<file path="config.mk">
export PLATFORM = sky130hd
export DESIGN_NAME = power_mode_wakeup_ctrl
export DESIGN_NICKNAME = d
export VERILOG_FILES = /design/src/hw/power_mode_pkg.sv /design/src/hw/settle_if.sv /design/src/hw/power_mode_wakeup_ctrl.sv /design/src/hw/settle_counter.sv
export SDC_FILE = /design/constraint.sdc
export NUM_CORES = 1
export LEC_CHECK = 0
export ABC_AREA = 0
export BUFFER_PORTS_ARGS = -buffer_cell sky130_fd_sc_hd__buf_2
export CELL_PAD_IN_SITES_DETAIL_PLACEMENT = 1
export CELL_PAD_IN_SITES_GLOBAL_PLACEMENT = 1
export CORE_MARGIN = 4
export CORE_UTILIZATION = 39
export CTS_BUF_LIST = sky130_fd_sc_hd__clkbuf_16
export CTS_CLUSTER_SIZE = 30
export DETAILED_ROUTE_END_ITERATION = 8
export GPL_ROUTABILITY_DRIVEN = 0
export HOLD_SLACK_MARGIN = 0.15
export MAX_ROUTING_LAYER = met4
export PLACE_DENSITY_LB_ADDON = 0.05
export REMOVE_ABC_BUFFERS = 1
export SLEW_MARGIN = 20
export SYNTH_ARGS = -nofsm -noshare
export SYNTH_HDL_FRONTEND = slang
export SYNTH_SLANG_ARGS = --single-unit
</file>
<file path="constraint.sdc">
create_clock -name clk -period 1.7 [get_ports clk]
set_input_delay 0.255 -clock clk [delete_from_list [all_inputs] [get_ports clk]]
set_output_delay 0.255 -clock clk [all_outputs]
set_load 0.01 [all_outputs]
</file>
<file path="src/hw/power_mode_pkg.sv">
// Constants and types for the power mode and wakeup controller
package power_mode_pkg;
    // ==========================================
    // Register map
    localparam logic [7:0] PORT_ONE_WAKE_ENABLE_ADDR = 8'hC0;
    localparam logic [7:0] OSC_MODE_ADDR = 8'hCA;
    localparam logic [7:0] WAKE_STATUS_ADDR = 8'hCB;
    // ==========================================
    // Field positions
    localparam int HIGH_OSC_STOP_BIT = 1;
    localparam int CLOCK_MODE_SELECT_BIT = 2;
    localparam int OPMODE_LOW_BIT = 3;
    localparam int OPMODE_HIGH_BIT = 4;
    localparam int PIN_ONE_ZERO_WAKE_EN_BIT = 0;
    localparam int BASIC_TIMER_ENABLE_BIT = 5;
    // ==========================================
    // Reset values and encodings
    localparam logic [7:0] OSC_MODE_RESET = 8'h00;
    localparam logic PORT_ONE_WAKE_RESET = 1'b0;
    localparam logic [1:0] MODE_NORMAL = 2'h0;
    localparam logic [1:0] MODE_SLEEP = 2'h1;
    localparam logic [1:0] MODE_GREEN = 2'h2;
    // ==========================================
    // Timing
    localparam int SETTLE_CYCLES = 2048;
    localparam int SETTLE_WIDTH = 12;
    localparam int PORT_ZERO_WIDTH = 4;
    typedef enum logic [1:0] {RUN, SLEEPING, SETTLING, GREEN_HALT} pm_state_type;
endpackage : power_mode_pkg

</file>
<file path="src/hw/settle_if.sv">
// Interface between mode controller and settling counter
`timescale 1ns/100ps
interface settle_if;
    logic clear;
    logic count_en;
    logic done;
    modport ctrl (output clear, output count_en, input done);
    modport counter (input clear, input count_en, output done);
endinterface : settle_if

</file>
<file path="src/hw/power_mode_wakeup_ctrl.sv">
// Operating mode and wakeup controller
`timescale 1ns/100ps
module power_mode_wakeup_ctrl (
    input wire logic clk,
    input wire logic rst_n,
    input wire logic [7:0] addr,
    input wire logic [7:0] wdata,
    input wire logic wr_en,
    input wire logic rd_en,
    output logic [7:0] rdata,
    input wire logic [power_mode_pkg::PORT_ZERO_WIDTH-1:0] port_zero,
    input wire logic port_one,
    input wire logic basic_timer_ovf,
    input wire logic timer_counter_zero_ovf,
    input wire logic hosc_tick,
    output logic cpu_run,
    output logic sys_clk_low,
    output logic high_osc_on,
    output logic low_osc_on
);
    // ==========================================
    // State
    power_mode_pkg::pm_state_type state_reg, state_next;
    logic [1:0] opmode_reg, opmode_next;
    logic clock_mode_select_reg, clock_mode_select_next;
    logic high_osc_stop_reg, high_osc_stop_next;
    logic basic_timer_enable_reg, basic_timer_enable_next;
    logic pin_one_zero_wake_en_reg, pin_one_zero_wake_en_next;
    logic [power_mode_pkg::PORT_ZERO_WIDTH-1:0] p0_last_reg;
    logic p1_last_reg;
    logic [7:0] rdata_reg, rdata_next;
    logic cpu_run_reg, cpu_run_next;
    logic sys_clk_low_reg, sys_clk_low_next;
    logic high_osc_on_reg, high_osc_on_next;
    logic low_osc_on_reg, low_osc_on_next;
    logic pin_wake;
    logic timer_wake;
    logic osc_wr;
    settle_if sif ();

    settle_counter u_settle (
        .clk(clk),
        .rst_n(rst_n),
        .hosc_tick(hosc_tick),
        .sif(sif)
    );

    // ==========================================
    // Wake sources
    // Port zero has no enable gate at all, so floating pins cause wakeups
    always_comb begin
        pin_wake = (port_zero != p0_last_reg);
        if (pin_one_zero_wake_en_reg && (port_one != p1_last_reg)) begin
            pin_wake = 1'b1;
        end
        timer_wake = (basic_timer_enable_reg && basic_timer_ovf) || timer_counter_zero_ovf;
    end

    assign osc_wr = wr_en && (addr == power_mode_pkg::OSC_MODE_ADDR);

    // ==========================================
    // Mode state machine
    always_comb begin
        state_next = state_reg;
        opmode_next = opmode_reg;
        clock_mode_select_next = clock_mode_select_reg;
        high_osc_stop_next = high_osc_stop_reg;
        basic_timer_enable_next = basic_timer_enable_reg;
        pin_one_zero_wake_en_next = pin_one_zero_wake_en_reg;
        sif.clear = 1'b0;
        sif.count_en = 1'b0;
        case (state_reg)
            power_mode_pkg::RUN: begin
                if (osc_wr) begin
                    clock_mode_select_next = wdata[power_mode_pkg::CLOCK_MODE_SELECT_BIT];
                    high_osc_stop_next = wdata[power_mode_pkg::HIGH_OSC_STOP_BIT];
                    basic_timer_enable_next = wdata[power_mode_pkg::BASIC_TIMER_ENABLE_BIT];
                    opmode_next = {wdata[power_mode_pkg::OPMODE_HIGH_BIT], wdata[power_mode_pkg::OPMODE_LOW_BIT]};
                    // Low bit wins over high bit; reserved 11 is treated as sleep
                    if (wdata[power_mode_pkg::OPMODE_LOW_BIT]) begin
                        state_next = power_mode_pkg::SLEEPING;
                        sif.clear = 1'b1;
                    end else if (wdata[power_mode_pkg::OPMODE_HIGH_BIT]) begin
                        state_next = power_mode_pkg::GREEN_HALT;
                    end
                end
                if (wr_en && (addr == power_mode_pkg::PORT_ONE_WAKE_ENABLE_ADDR)) begin
                    pin_one_zero_wake_en_next = wdata[power_mode_pkg::PIN_ONE_ZERO_WAKE_EN_BIT];
                end
            end
            power_mode_pkg::SLEEPING: begin
                // Timers are ignored here; only pins end sleep
                if (pin_wake) begin
                    state_next = power_mode_pkg::SETTLING;
                end
            end
            power_mode_pkg::SETTLING: begin
                sif.count_en = 1'b1;
                if (sif.done) begin
                    state_next = power_mode_pkg::RUN;
                    opmode_next = power_mode_pkg::MODE_NORMAL;
                    clock_mode_select_next = 1'b0;
                    high_osc_stop_next = 1'b0;
                end
            end
            power_mode_pkg::GREEN_HALT: begin
                if (pin_wake || timer_wake) begin
                    state_next = power_mode_pkg::RUN;
                    opmode_next = power_mode_pkg::MODE_NORMAL;
                end
            end
            default: begin
                state_next = power_mode_pkg::RUN;
            end
        endcase
    end

    // ==========================================
    // Outputs and read data
    always_comb begin
        cpu_run_next = (state_next == power_mode_pkg::RUN);
        sys_clk_low_next = clock_mode_select_next;
        low_osc_on_next = (state_next != power_mode_pkg::SLEEPING);
        // Settling restarts the oscillator even with the stop bit set, else the count never ends
        high_osc_on_next = (state_next == power_mode_pkg::SETTLING)
            || (!high_osc_stop_next && (state_next != power_mode_pkg::SLEEPING));
        rdata_next = 8'h00;
        if (rd_en && (addr == power_mode_pkg::OSC_MODE_ADDR)) begin
            rdata_next[power_mode_pkg::OPMODE_HIGH_BIT] = opmode_reg[1];
            rdata_next[power_mode_pkg::OPMODE_LOW_BIT] = opmode_reg[0];
            rdata_next[power_mode_pkg::CLOCK_MODE_SELECT_BIT] = clock_mode_select_reg;
            rdata_next[power_mode_pkg::HIGH_OSC_STOP_BIT] = high_osc_stop_reg;
            rdata_next[power_mode_pkg::BASIC_TIMER_ENABLE_BIT] = basic_timer_enable_reg;
        end else if (rd_en && (addr == power_mode_pkg::WAKE_STATUS_ADDR)) begin
            rdata_next[1:0] = state_reg;
        end
        // Port one enable is write-only and reads as zero
    end

    always_ff @(posedge clk) begin
        if (!rst_n) begin
            state_reg <= power_mode_pkg::RUN;
            opmode_reg <= power_mode_pkg::MODE_NORMAL;
            clock_mode_select_reg <= 1'b0;
            high_osc_stop_reg <= 1'b0;
            basic_timer_enable_reg <= 1'b0;
            pin_one_zero_wake_en_reg <= power_mode_pkg::PORT_ONE_WAKE_RESET;
            p0_last_reg <= '0;
            p1_last_reg <= 1'b0;
            rdata_reg <= 8'h00;
            cpu_run_reg <= 1'b1;
            sys_clk_low_reg <= 1'b0;
            high_osc_on_reg <= 1'b1;
            low_osc_on_reg <= 1'b1;
        end else begin
            state_reg <= state_next;
            opmode_reg <= opmode_next;
            clock_mode_select_reg <= clock_mode_select_next;
            high_osc_stop_reg <= high_osc_stop_next;
            basic_timer_enable_reg <= basic_timer_enable_next;
            pin_one_zero_wake_en_reg <= pin_one_zero_wake_en_next;
            p0_last_reg <= port_zero;
            p1_last_reg <= port_one;
            rdata_reg <= rdata_next;
            cpu_run_reg <= cpu_run_next;
            sys_clk_low_reg <= sys_clk_low_next;
            high_osc_on_reg <= high_osc_on_next;
            low_osc_on_reg <= low_osc_on_next;
        end
    end

    assign rdata = rdata_reg;
    assign cpu_run = cpu_run_reg;
    assign sys_clk_low = sys_clk_low_reg;
    assign high_osc_on = high_osc_on_reg;
    assign low_osc_on = low_osc_on_reg;
endmodule : power_mode_wakeup_ctrl

</file>
<file path="src/hw/settle_counter.sv">
// Oscillator settling counter for sleep wakeup
`timescale 1ns/100ps
module settle_counter (
    input wire logic clk,
    input wire logic rst_n,
    input wire logic hosc_tick,
    settle_if.counter sif
);
    logic [power_mode_pkg::SETTLE_WIDTH:0] count_reg, count_next;

    always_comb begin
        count_next = count_reg;
        if (sif.clear) begin
            count_next = '0;
        end else if (sif.count_en && hosc_tick && !sif.done) begin
            count_next = count_reg + 1'b1;
        end
    end

    always_ff @(posedge clk) begin
        if (!rst_n) begin
            count_reg <= '0;
        end else begin
            count_reg <= count_next;
        end
    end

    assign sif.done = (count_reg == (power_mode_pkg::SETTLE_WIDTH + 1)'(power_mode_pkg::SETTLE_CYCLES));
endmodule : settle_counter

</file>
==> parameters.txt, run 1 <==
Parameter                              Value

Drt
  Count of unresolved DRC violations after routing    0
  Detail-routed via count per cell    5.01
  Antenna viol nets, final    0
  DR iter-0 viols    17
  Average wire length per cell after detail routing    14.7 um
  Post-detailed-routing wire length    3950 um
  Detailed-routing iteration count for the pre-antenna-repair pass    2
  Via count    1347

Finish
  Proportion of layout cells with a drive suffix above 1    33.8%
  Total area of sequential cells    703 sq um
  NumNets Final    248
  Antenna diodes    0
  Highest-count cells in the layout ignoring fill and taps    35 x sky130_fd_sc_hd__buf_2, 33 x sky130_fd_sc_hd__dfxtp_1, 23 x sky130_fd_sc_hd__nor2_1
  Non-filler cells in the finished layout    269
  Filler Cell Count    480
  Multi-input gate area in the final layout    891 sq um
  Flip-flop count of the largest register after layout    13
  Final core area utilization    51.7%
  Leading cell type in the layout, fill and taps excluded    sky130_fd_sc_hd__buf_2
  P&R area growth vs syn    27.6%

GRT
  Global router's overall resource usage    17.1%
  Wire length of the first global-routing pass    6590 um
  Via count of the first global-routing pass    1428
  Antenna violations before repair    0
  Largest net degree at the start of global routing    14
  Aggregate global routing overflow    0

Logic synthesis
  Most used flip-flop cell after synthesis    sky130_fd_sc_hd__dfxtp_1
  Cell area after synthesis    1630 sq um
  Post-synthesis average cell area    9.65 sq um
  #FFs+latches synth    35
  Register area share after synthesis    42.9%
  Dominant combinational cell family by area after synthesis    simple AND/OR/NAND/NOR gates
  Yosys warning count    0
  Area fraction in compound gates after synthesis    8.13%
  Post-synthesis simple-gate area fraction    30.8%
  Proportion of synthesized area in mux cells    2.45%
  Cell count after synthesis    169
  Number of synthesized flops with an enable pin    0
  Library cells used by synthesis    46
  Post-synthesis xor/xnor area fraction    9.13%
  Share of synthesized cell area in full adder, half adder and majority cells    1.53%
  Post-synthesis async set-or-reset flop share    0%

CTS
  Clock buffer count from CTS    5
  Clk Latency, worst-skew pair    0.28 ns
  Number of buffers on the longest clock path    2
  Clock tree from TritonCTS    yes
  Clock sink count    35
  H-Tree Depth    2
  Reg clk slew, reported paths    0.05 ns
  CTS Root Buffer Type    sky130_fd_sc_hd__clkbuf_16
  Total of hold buffers inserted after clock tree synthesis    0

Placed design
  Pre-CTS setup slack    0.0362 ns
  Input/output buffers    35
  Placed cell count    260
  Detailed Place HPWL    2990 um

Setup path
  Data required time of the worst path    1.87 ns
  Worst endpoint data arrival time    1.83 ns
  Element type at the critical path start    register
  Maximum fanout along the worst path    8
  Sort of element at the end of the critical path    register
  Startpoint-to-endpoint class of the critical path    register to register

Floorplanning
  Initial Utilization    40.5%
  Die outline height    72.7 um
  Core Box Area    4030 sq um
  Die outline area    5280 sq um
  Number of rows created at floorplan    23
  Total I/O pin count    40
  DIE WIDTH    72.7 um

Flow run
  Maximum capacitance violations    0

STA
  Endpoints failing setup    0
  Final max-slew violation count    0
  Setup repair after global routing missed its margin    yes
  Clock Skew    0.00524 ns
  Setup slack after layout    0.0427 ns
  Maximum achievable frequency    0.603 GHz
  Final worst path period share    97.5%
  Final hold violations    0
  Minimum clock period    1.66 ns

Pwr
  PwrDens    849 nW/um^2
  Static leakage    0.887 nW
  Peak ir drop on the vdd network    0.506 mV
  Overall power    1.77 mW

Min path
  Type of the most critical hold path    primary input to register

Run status
  Outcome    finished, final reports clean
==> worst max-delay path, stage by stage (launching register included) <==
cell	delay, ns
sky130_fd_sc_hd__dfxtp_1	0.32
sky130_fd_sc_hd__nor4b_2	0.28
sky130_fd_sc_hd__and4bb_2	0.31
sky130_fd_sc_hd__buf_4	0.17
sky130_fd_sc_hd__a22oi_2	0.06
sky130_fd_sc_hd__nor3b_4	0.16
sky130_fd_sc_hd__a31o_1	0.23
==> worst paths after layout <==
kind	slack, ns	end	cells past startpoint	startpoint
min reg2reg	0.46	rdata[4]$_SDFF_PN0_	1	opmode_reg[1]$_SDFFE_PN0P_
min	0.21	p0_last_reg[1]$_SDFF_PN0_	2	port_zero[1]
max reg2reg	0.04	cpu_run$_SDFF_PN1_	6	state_reg[0]$_SDFF_PN0_
max	0.04	cpu_run$_SDFF_PN1_	6	state_reg[0]$_SDFF_PN0_
==> kinds of logic (layout without fill, tap and decap cells) <==
kind of cell,after synthesis,in the layout
compound gates,19,19
fa+ha+maj,2,2
mux,4,4
other cells,1,2
simple gates,78,78
flops,35,35
xor+xnor,17,17
buf+inv,13,62
==> where the power goes <==
part,switching (mW),internal [mW],leakage (nW)
sequential,0.00304,0.828,0.284
combinational,0.0415,0.0423,0.526
clock,0.326,0.529,0.0762
total,0.370,1.40,0.887
==> Yosys cell counts (2+ instances only) <==
| library cell | n | area [sq um] |
|---|---|---|
| sky130_fd_sc_hd__xnor2_1 | 8 | 70.1 |
| sky130_fd_sc_hd__inv_1 | 7 | 26.3 |
| sky130_fd_sc_hd__nor4b_4 | 2 | 47.6 |
| sky130_fd_sc_hd__mux2i_1 | 4 | 40.0 |
| sky130_fd_sc_hd__o21ai_0 | 2 | 10.0 |
| sky130_fd_sc_hd__nand4_1 | 4 | 25.0 |
| sky130_fd_sc_hd__buf_4 | 2 | 15.0 |
| sky130_fd_sc_hd__and2_1 | 9 | 56.3 |
| sky130_fd_sc_hd__buf_6 | 3 | 33.8 |
| sky130_fd_sc_hd__ha_1 | 2 | 25.0 |
| sky130_fd_sc_hd__nor2_1 | 23 | 86.3 |
| sky130_fd_sc_hd__a31oi_1 | 2 | 12.5 |
| sky130_fd_sc_hd__nand3_1 | 3 | 15.0 |
| sky130_fd_sc_hd__nand2_1 | 13 | 48.8 |
| sky130_fd_sc_hd__and2b_1 | 2 | 15.0 |
| sky130_fd_sc_hd__nor3_1 | 4 | 20.0 |
| sky130_fd_sc_hd__xor2_1 | 9 | 78.8 |
| sky130_fd_sc_hd__and3_1 | 2 | 12.5 |
| sky130_fd_sc_hd__dfxtp_1 | 35 | 701 |
| sky130_fd_sc_hd__nand3b_1 | 2 | 15.0 |
| sky130_fd_sc_hd__a21oi_1 | 6 | 30.0 |
==> through the flow <==
stage | hold slack (ns) | cell area [sq um] | TNS [ns]
floorplan | 0.377 | 1590 | 0
global placement | 0.445 | 1900 | 0
detailed placement | 0.443 | 1900 | 0
CTS | 0.206 | 2040 | 0
global route | 0.211 | 2080 | -0.109
finish | 0.210 | 2080 | 0
==> routing by layer <==
layer | up-vias | GRT usage (%) | part of all wire, %
met3 | 5 | 5.79 | 3.7
met1 | 643 | 19.1 | 43
met4 | 0 | 5.53 | 1.1
met5 | - | - | 0
met2 | 23 | 28.5 | 52
li1 | 676 | - | -
==> what timing repair did <==
action,4_1_cts,5_1_grt
setup buffers,0,1
resized for setup,0,11
setup endpoints to repair,0,16
==> area by class of cell <==
cell class,instances,share of cell area (%)
inverter,8,1.44
tap,50,3.00
multi-input combinational,122,42.8
clock inverter,3,0.601
timing repair buffer,46,12.4
sequential,35,33.8
clock buffer,5,6.01
(Power assumes the default switching activity.)
==> run 2: changes to the inputs <==
--- a/config.mk
+++ b/config.mk
@@ -7,6 +7,7 @@
 export LEC_CHECK = 0
 export ABC_AREA = 0
 export BUFFER_PORTS_ARGS = -buffer_cell sky130_fd_sc_hd__buf_2
+export CAP_MARGIN = 20
 export CELL_PAD_IN_SITES_DETAIL_PLACEMENT = 1
 export CELL_PAD_IN_SITES_GLOBAL_PLACEMENT = 1
 export CORE_MARGIN = 4
@@ -19,6 +20,7 @@
 export MAX_ROUTING_LAYER = met4
 export PLACE_DENSITY_LB_ADDON = 0.05
 export REMOVE_ABC_BUFFERS = 1
+export SETUP_SLACK_MARGIN = 0.05
 export SLEW_MARGIN = 20
 export SYNTH_ARGS = -nofsm -noshare
 export SYNTH_HDL_FRONTEND = slang
==> run 2 against run 1 <==
  * Cell area increased by 1.2%
  * Sequential power about the same
  * Critical path depth stayed put
  * Routed wire length increased by 0.84%
  * Core utilization is 0.62 points higher
  * Power is 0.41% higher
  * Clock power up 0.5%
  * Cell count rose by 0.74%
  * Sequential cell count unchanged
  * Hold slack hardly changed
  * Combinational power is 4.3% higher
  * Critical endpoint unchanged
==> parameters.txt, run 2 (synthesized netlist as in run 1, its figures left out) <==
Parameter                              Value

Floorplanning
  Die outline area    5280 sq um (unchanged)
  Initial Utilization    40.5% (unchanged)
  DIE WIDTH    72.7 um (unchanged)
  Core Box Area    4030 sq um (unchanged)
  Number of rows created at floorplan    23 (unchanged)
  Total I/O pin count    40 (unchanged)
  Die outline height    72.7 um (unchanged)

Pwr
  Static leakage    0.882 nW (-0.58%)
  Sequential share of power    46.8% (-0.2 points)
  Combinational cell fraction of total power    4.9% (+0.2 points)
  Net switching share of the total power    21.2% (+0.24 points)
  Clk network pwr share    48.3% (about the same)
  Internal power of the cells    1.40 mW (+0.11%)
  PwrDens    843 nW/um^2 (-0.78%)
  Peak ir drop on the vdd network    0.505 mV (-0.19%)
  Switching power    0.376 mW (+1.5%)

Drt
  Via count    1351 (+0.30%)
  Detailed-routing iteration count for the pre-antenna-repair pass    4 (+2)
  Antenna viol nets, final    0 (unchanged)
  Count of unresolved DRC violations after routing    0 (unchanged)
  DR iter-0 viols    28 (+11)
  Average wire length per cell after detail routing    14.7 um (about the same)
  Detail-routed via count per cell    4.99 (-0.44%)
  Post-detailed-routing wire length    3980 um (+0.84%)

STA
  Minimum clock period    1.63 ns (-0.0286 ns)
  Final TNS setup    0 ns (unchanged)
  Setup slack after layout    0.0714 ns (+0.0286 ns)
  Final worst path period share    95.8% (-1.7 points)
  Endpoints failing setup    0 (unchanged)
  Clock Skew    0.00532 ns (+0.0000735 ns)
  Setup repair after global routing missed its margin    yes
  Maximum achievable frequency    0.614 GHz (+1.8%)
  Final max-slew violation count    0 (unchanged)
  Final hold violations    0 (unchanged)
  Worst Hold Slack    0.210 ns (-0.000226 ns)

Setup path
  Data required time of the worst path    1.87 ns (about the same)
  Slowest CP cell    sky130_fd_sc_hd__and4bb_2
  Sort of element at the end of the critical path    register
  Reg-to-reg startpoint    state_reg[0]$_SDFF_PN0_
  Worst setup path start    state_reg[0]$_SDFF_PN0_
  Critical path's largest stage delay    0.35 ns (+0.03 ns)
  Cell depth of the worst flop-to-flop path    6 (unchanged)
  End point of the critical path    cpu_run$_SDFF_PN1_
  Cell-by-cell listing of the critical path    nor4b_2 -> and4bb_2 -> buf_6 -> a22oi_2 -> nor3b_4 -> a31o_1
  Startpoint-to-endpoint class of the critical path    register to register
  Destination of the worst register-to-register timing path    cpu_run$_SDFF_PN1_
  Worst endpoint data arrival time    1.80 ns (-0.03 ns)
  Setup slack of the most critical reg-to-reg path    0.07 ns (+0.03 ns)
  Maximum fanout along the worst path    8 (unchanged)
  Element type at the critical path start    register

Finish
  Filler Cell Count    481 (+0.21%)
  Highest-count cells in the layout ignoring fill and taps    35 x sky130_fd_sc_hd__buf_2, 33 x sky130_fd_sc_hd__dfxtp_1, 23 x sky130_fd_sc_hd__nor2_1
  Flip-flop count of the largest register after layout    13 (unchanged)
  NumNets Final    250 (+0.81%)
  Antenna diodes    0 (unchanged)
  Non-filler cells in the finished layout    271 (+0.74%)
  Leading cell type in the layout, fill and taps excluded    sky130_fd_sc_hd__buf_2
  P&R area growth vs syn    29.1%
  Proportion of layout cells with a drive suffix above 1    34.8% (+1.1 points)

CTS
  CTS Root Buffer Type    sky130_fd_sc_hd__clkbuf_16
  Clock tree from TritonCTS    yes
  Reg clk slew, reported paths    0.05 ns (about the same)
  Total of hold buffers inserted after clock tree synthesis    0 (unchanged)
  Clock buffer count from CTS    5 (unchanged)
  H-Tree Depth    2 (unchanged)
  Clk Latency, worst-skew pair    0.28 ns (about the same)
  Clock sink count    35 (unchanged)
  Number of buffers on the longest clock path    2 (unchanged)

Placed design
  Input/output buffers    35 (unchanged)
  Detailed Place HPWL    2990 um (unchanged)
  Placed cell count    260 (unchanged)
  Pre-CTS setup slack    0.0362 ns (unchanged)

GRT
  Aggregate global routing overflow    0 (unchanged)
  Via count of the first global-routing pass    1446 (+1.3%)
  Antenna violations before repair    0 (unchanged)
  Wire length of the first global-routing pass    6670 um (+1.2%)
  Most congested layer reported by global routing    met2
  Largest net degree at the start of global routing    14 (unchanged)
  Met3 routing resource usage after global routing    5.79% (unchanged)
  Met2 track utilization from global routing    29.0% (+0.50 points)
  Global router's overall resource usage    17.2% (+0.18 points)
  Met1 capacity usage during global routing    19.2% (+0.085 points)

Run status
  Outcome    finished, final reports clean

Flow run
  Maximum capacitance violations    0 (unchanged)

Min path
  Type of the most critical hold path    primary input to register
## run 2: per-stage QoR
step	total power, mW	instance area (sq um)	util (%)
2_1_floorplan	0.877	1590	-
3_3_place_gp	0.925	1900	47.1
3_5_place_dp	0.929	1900	47.1
4_1_cts	1.79	2070	51.3
5_1_grt	1.86	2110	52.3
6_report	1.78	2110	52.3
## run 2: repair_timing
item                                    CTS  global route
hold endpoints to repair                  0             0
pin swaps                                 5             7
resized for setup                         8             7
setup buffers                             1             1
gates cloned                              0             1
endpoints found under the setup margin    5            18
## run 2: worst min-delay path by stage
| stage | cells after the start | startpoint | endpoint |
|---|---|---|---|
| 3_5_place_dp | 1 | opmode_reg[1]$_SDFFE_PN0P_ | rdata[4]$_SDFF_PN0_ |
| 6_report | 2 | port_zero[1] | p0_last_reg[1]$_SDFF_PN0_ |
| 2_1_floorplan | 1 | port_zero[0] | p0_last_reg[0]$_SDFF_PN0_ |
| 5_1_grt | 2 | port_zero[1] | p0_last_reg[1]$_SDFF_PN0_ |
| 3_3_place_gp | 1 | opmode_reg[1]$_SDFFE_PN0P_ | rdata[4]$_SDFF_PN0_ |
| 4_1_cts | 2 | port_zero[1] | p0_last_reg[1]$_SDFF_PN0_ |
## run 2: power by group through the flow
stage / combinational [mW] / clock (mW) / sequential [mW]
5_1_grt: 0.0985 / 0.927 / 0.831
4_1_cts: 0.0821 / 0.878 / 0.831
3_5_place_dp: 0.0812 / 0 / 0.848
3_3_place_gp: 0.0774 / 0 / 0.848
2_1_floorplan: 0.0293 / 0 / 0.848
6_report: 0.0874 / 0.858 / 0.831
## run 2: area by class of cell
class	instances	area [sq um]	share of cell area [%]
tap	50	62.6	2.97
sequential	35	703	33.4
multi-input combinational	123	905	42.9
clock inverter	3	12.5	0.594
timing repair buffer	47	269	12.8
clock buffer	5	125	5.94
inverter	8	30.0	1.43
## run 2: critical path, delay by kind of cell (launching register included)
family | cells | cell delay (ns)
AO/OA/AOI/OAI | 2 | 0.25
flip-flops | 1 | 0.32
AND/OR/NAND/NOR | 3 | 0.79
buffers and inverters | 1 | 0.16
## run 2: routing by layer
layer | up-vias | routed length (um)
met5 | - | 0
met4 | 0 | 63
met3 | 6 | 146
met2 | 25 | 2060
met1 | 639 | 1710
li1 | 681 | -
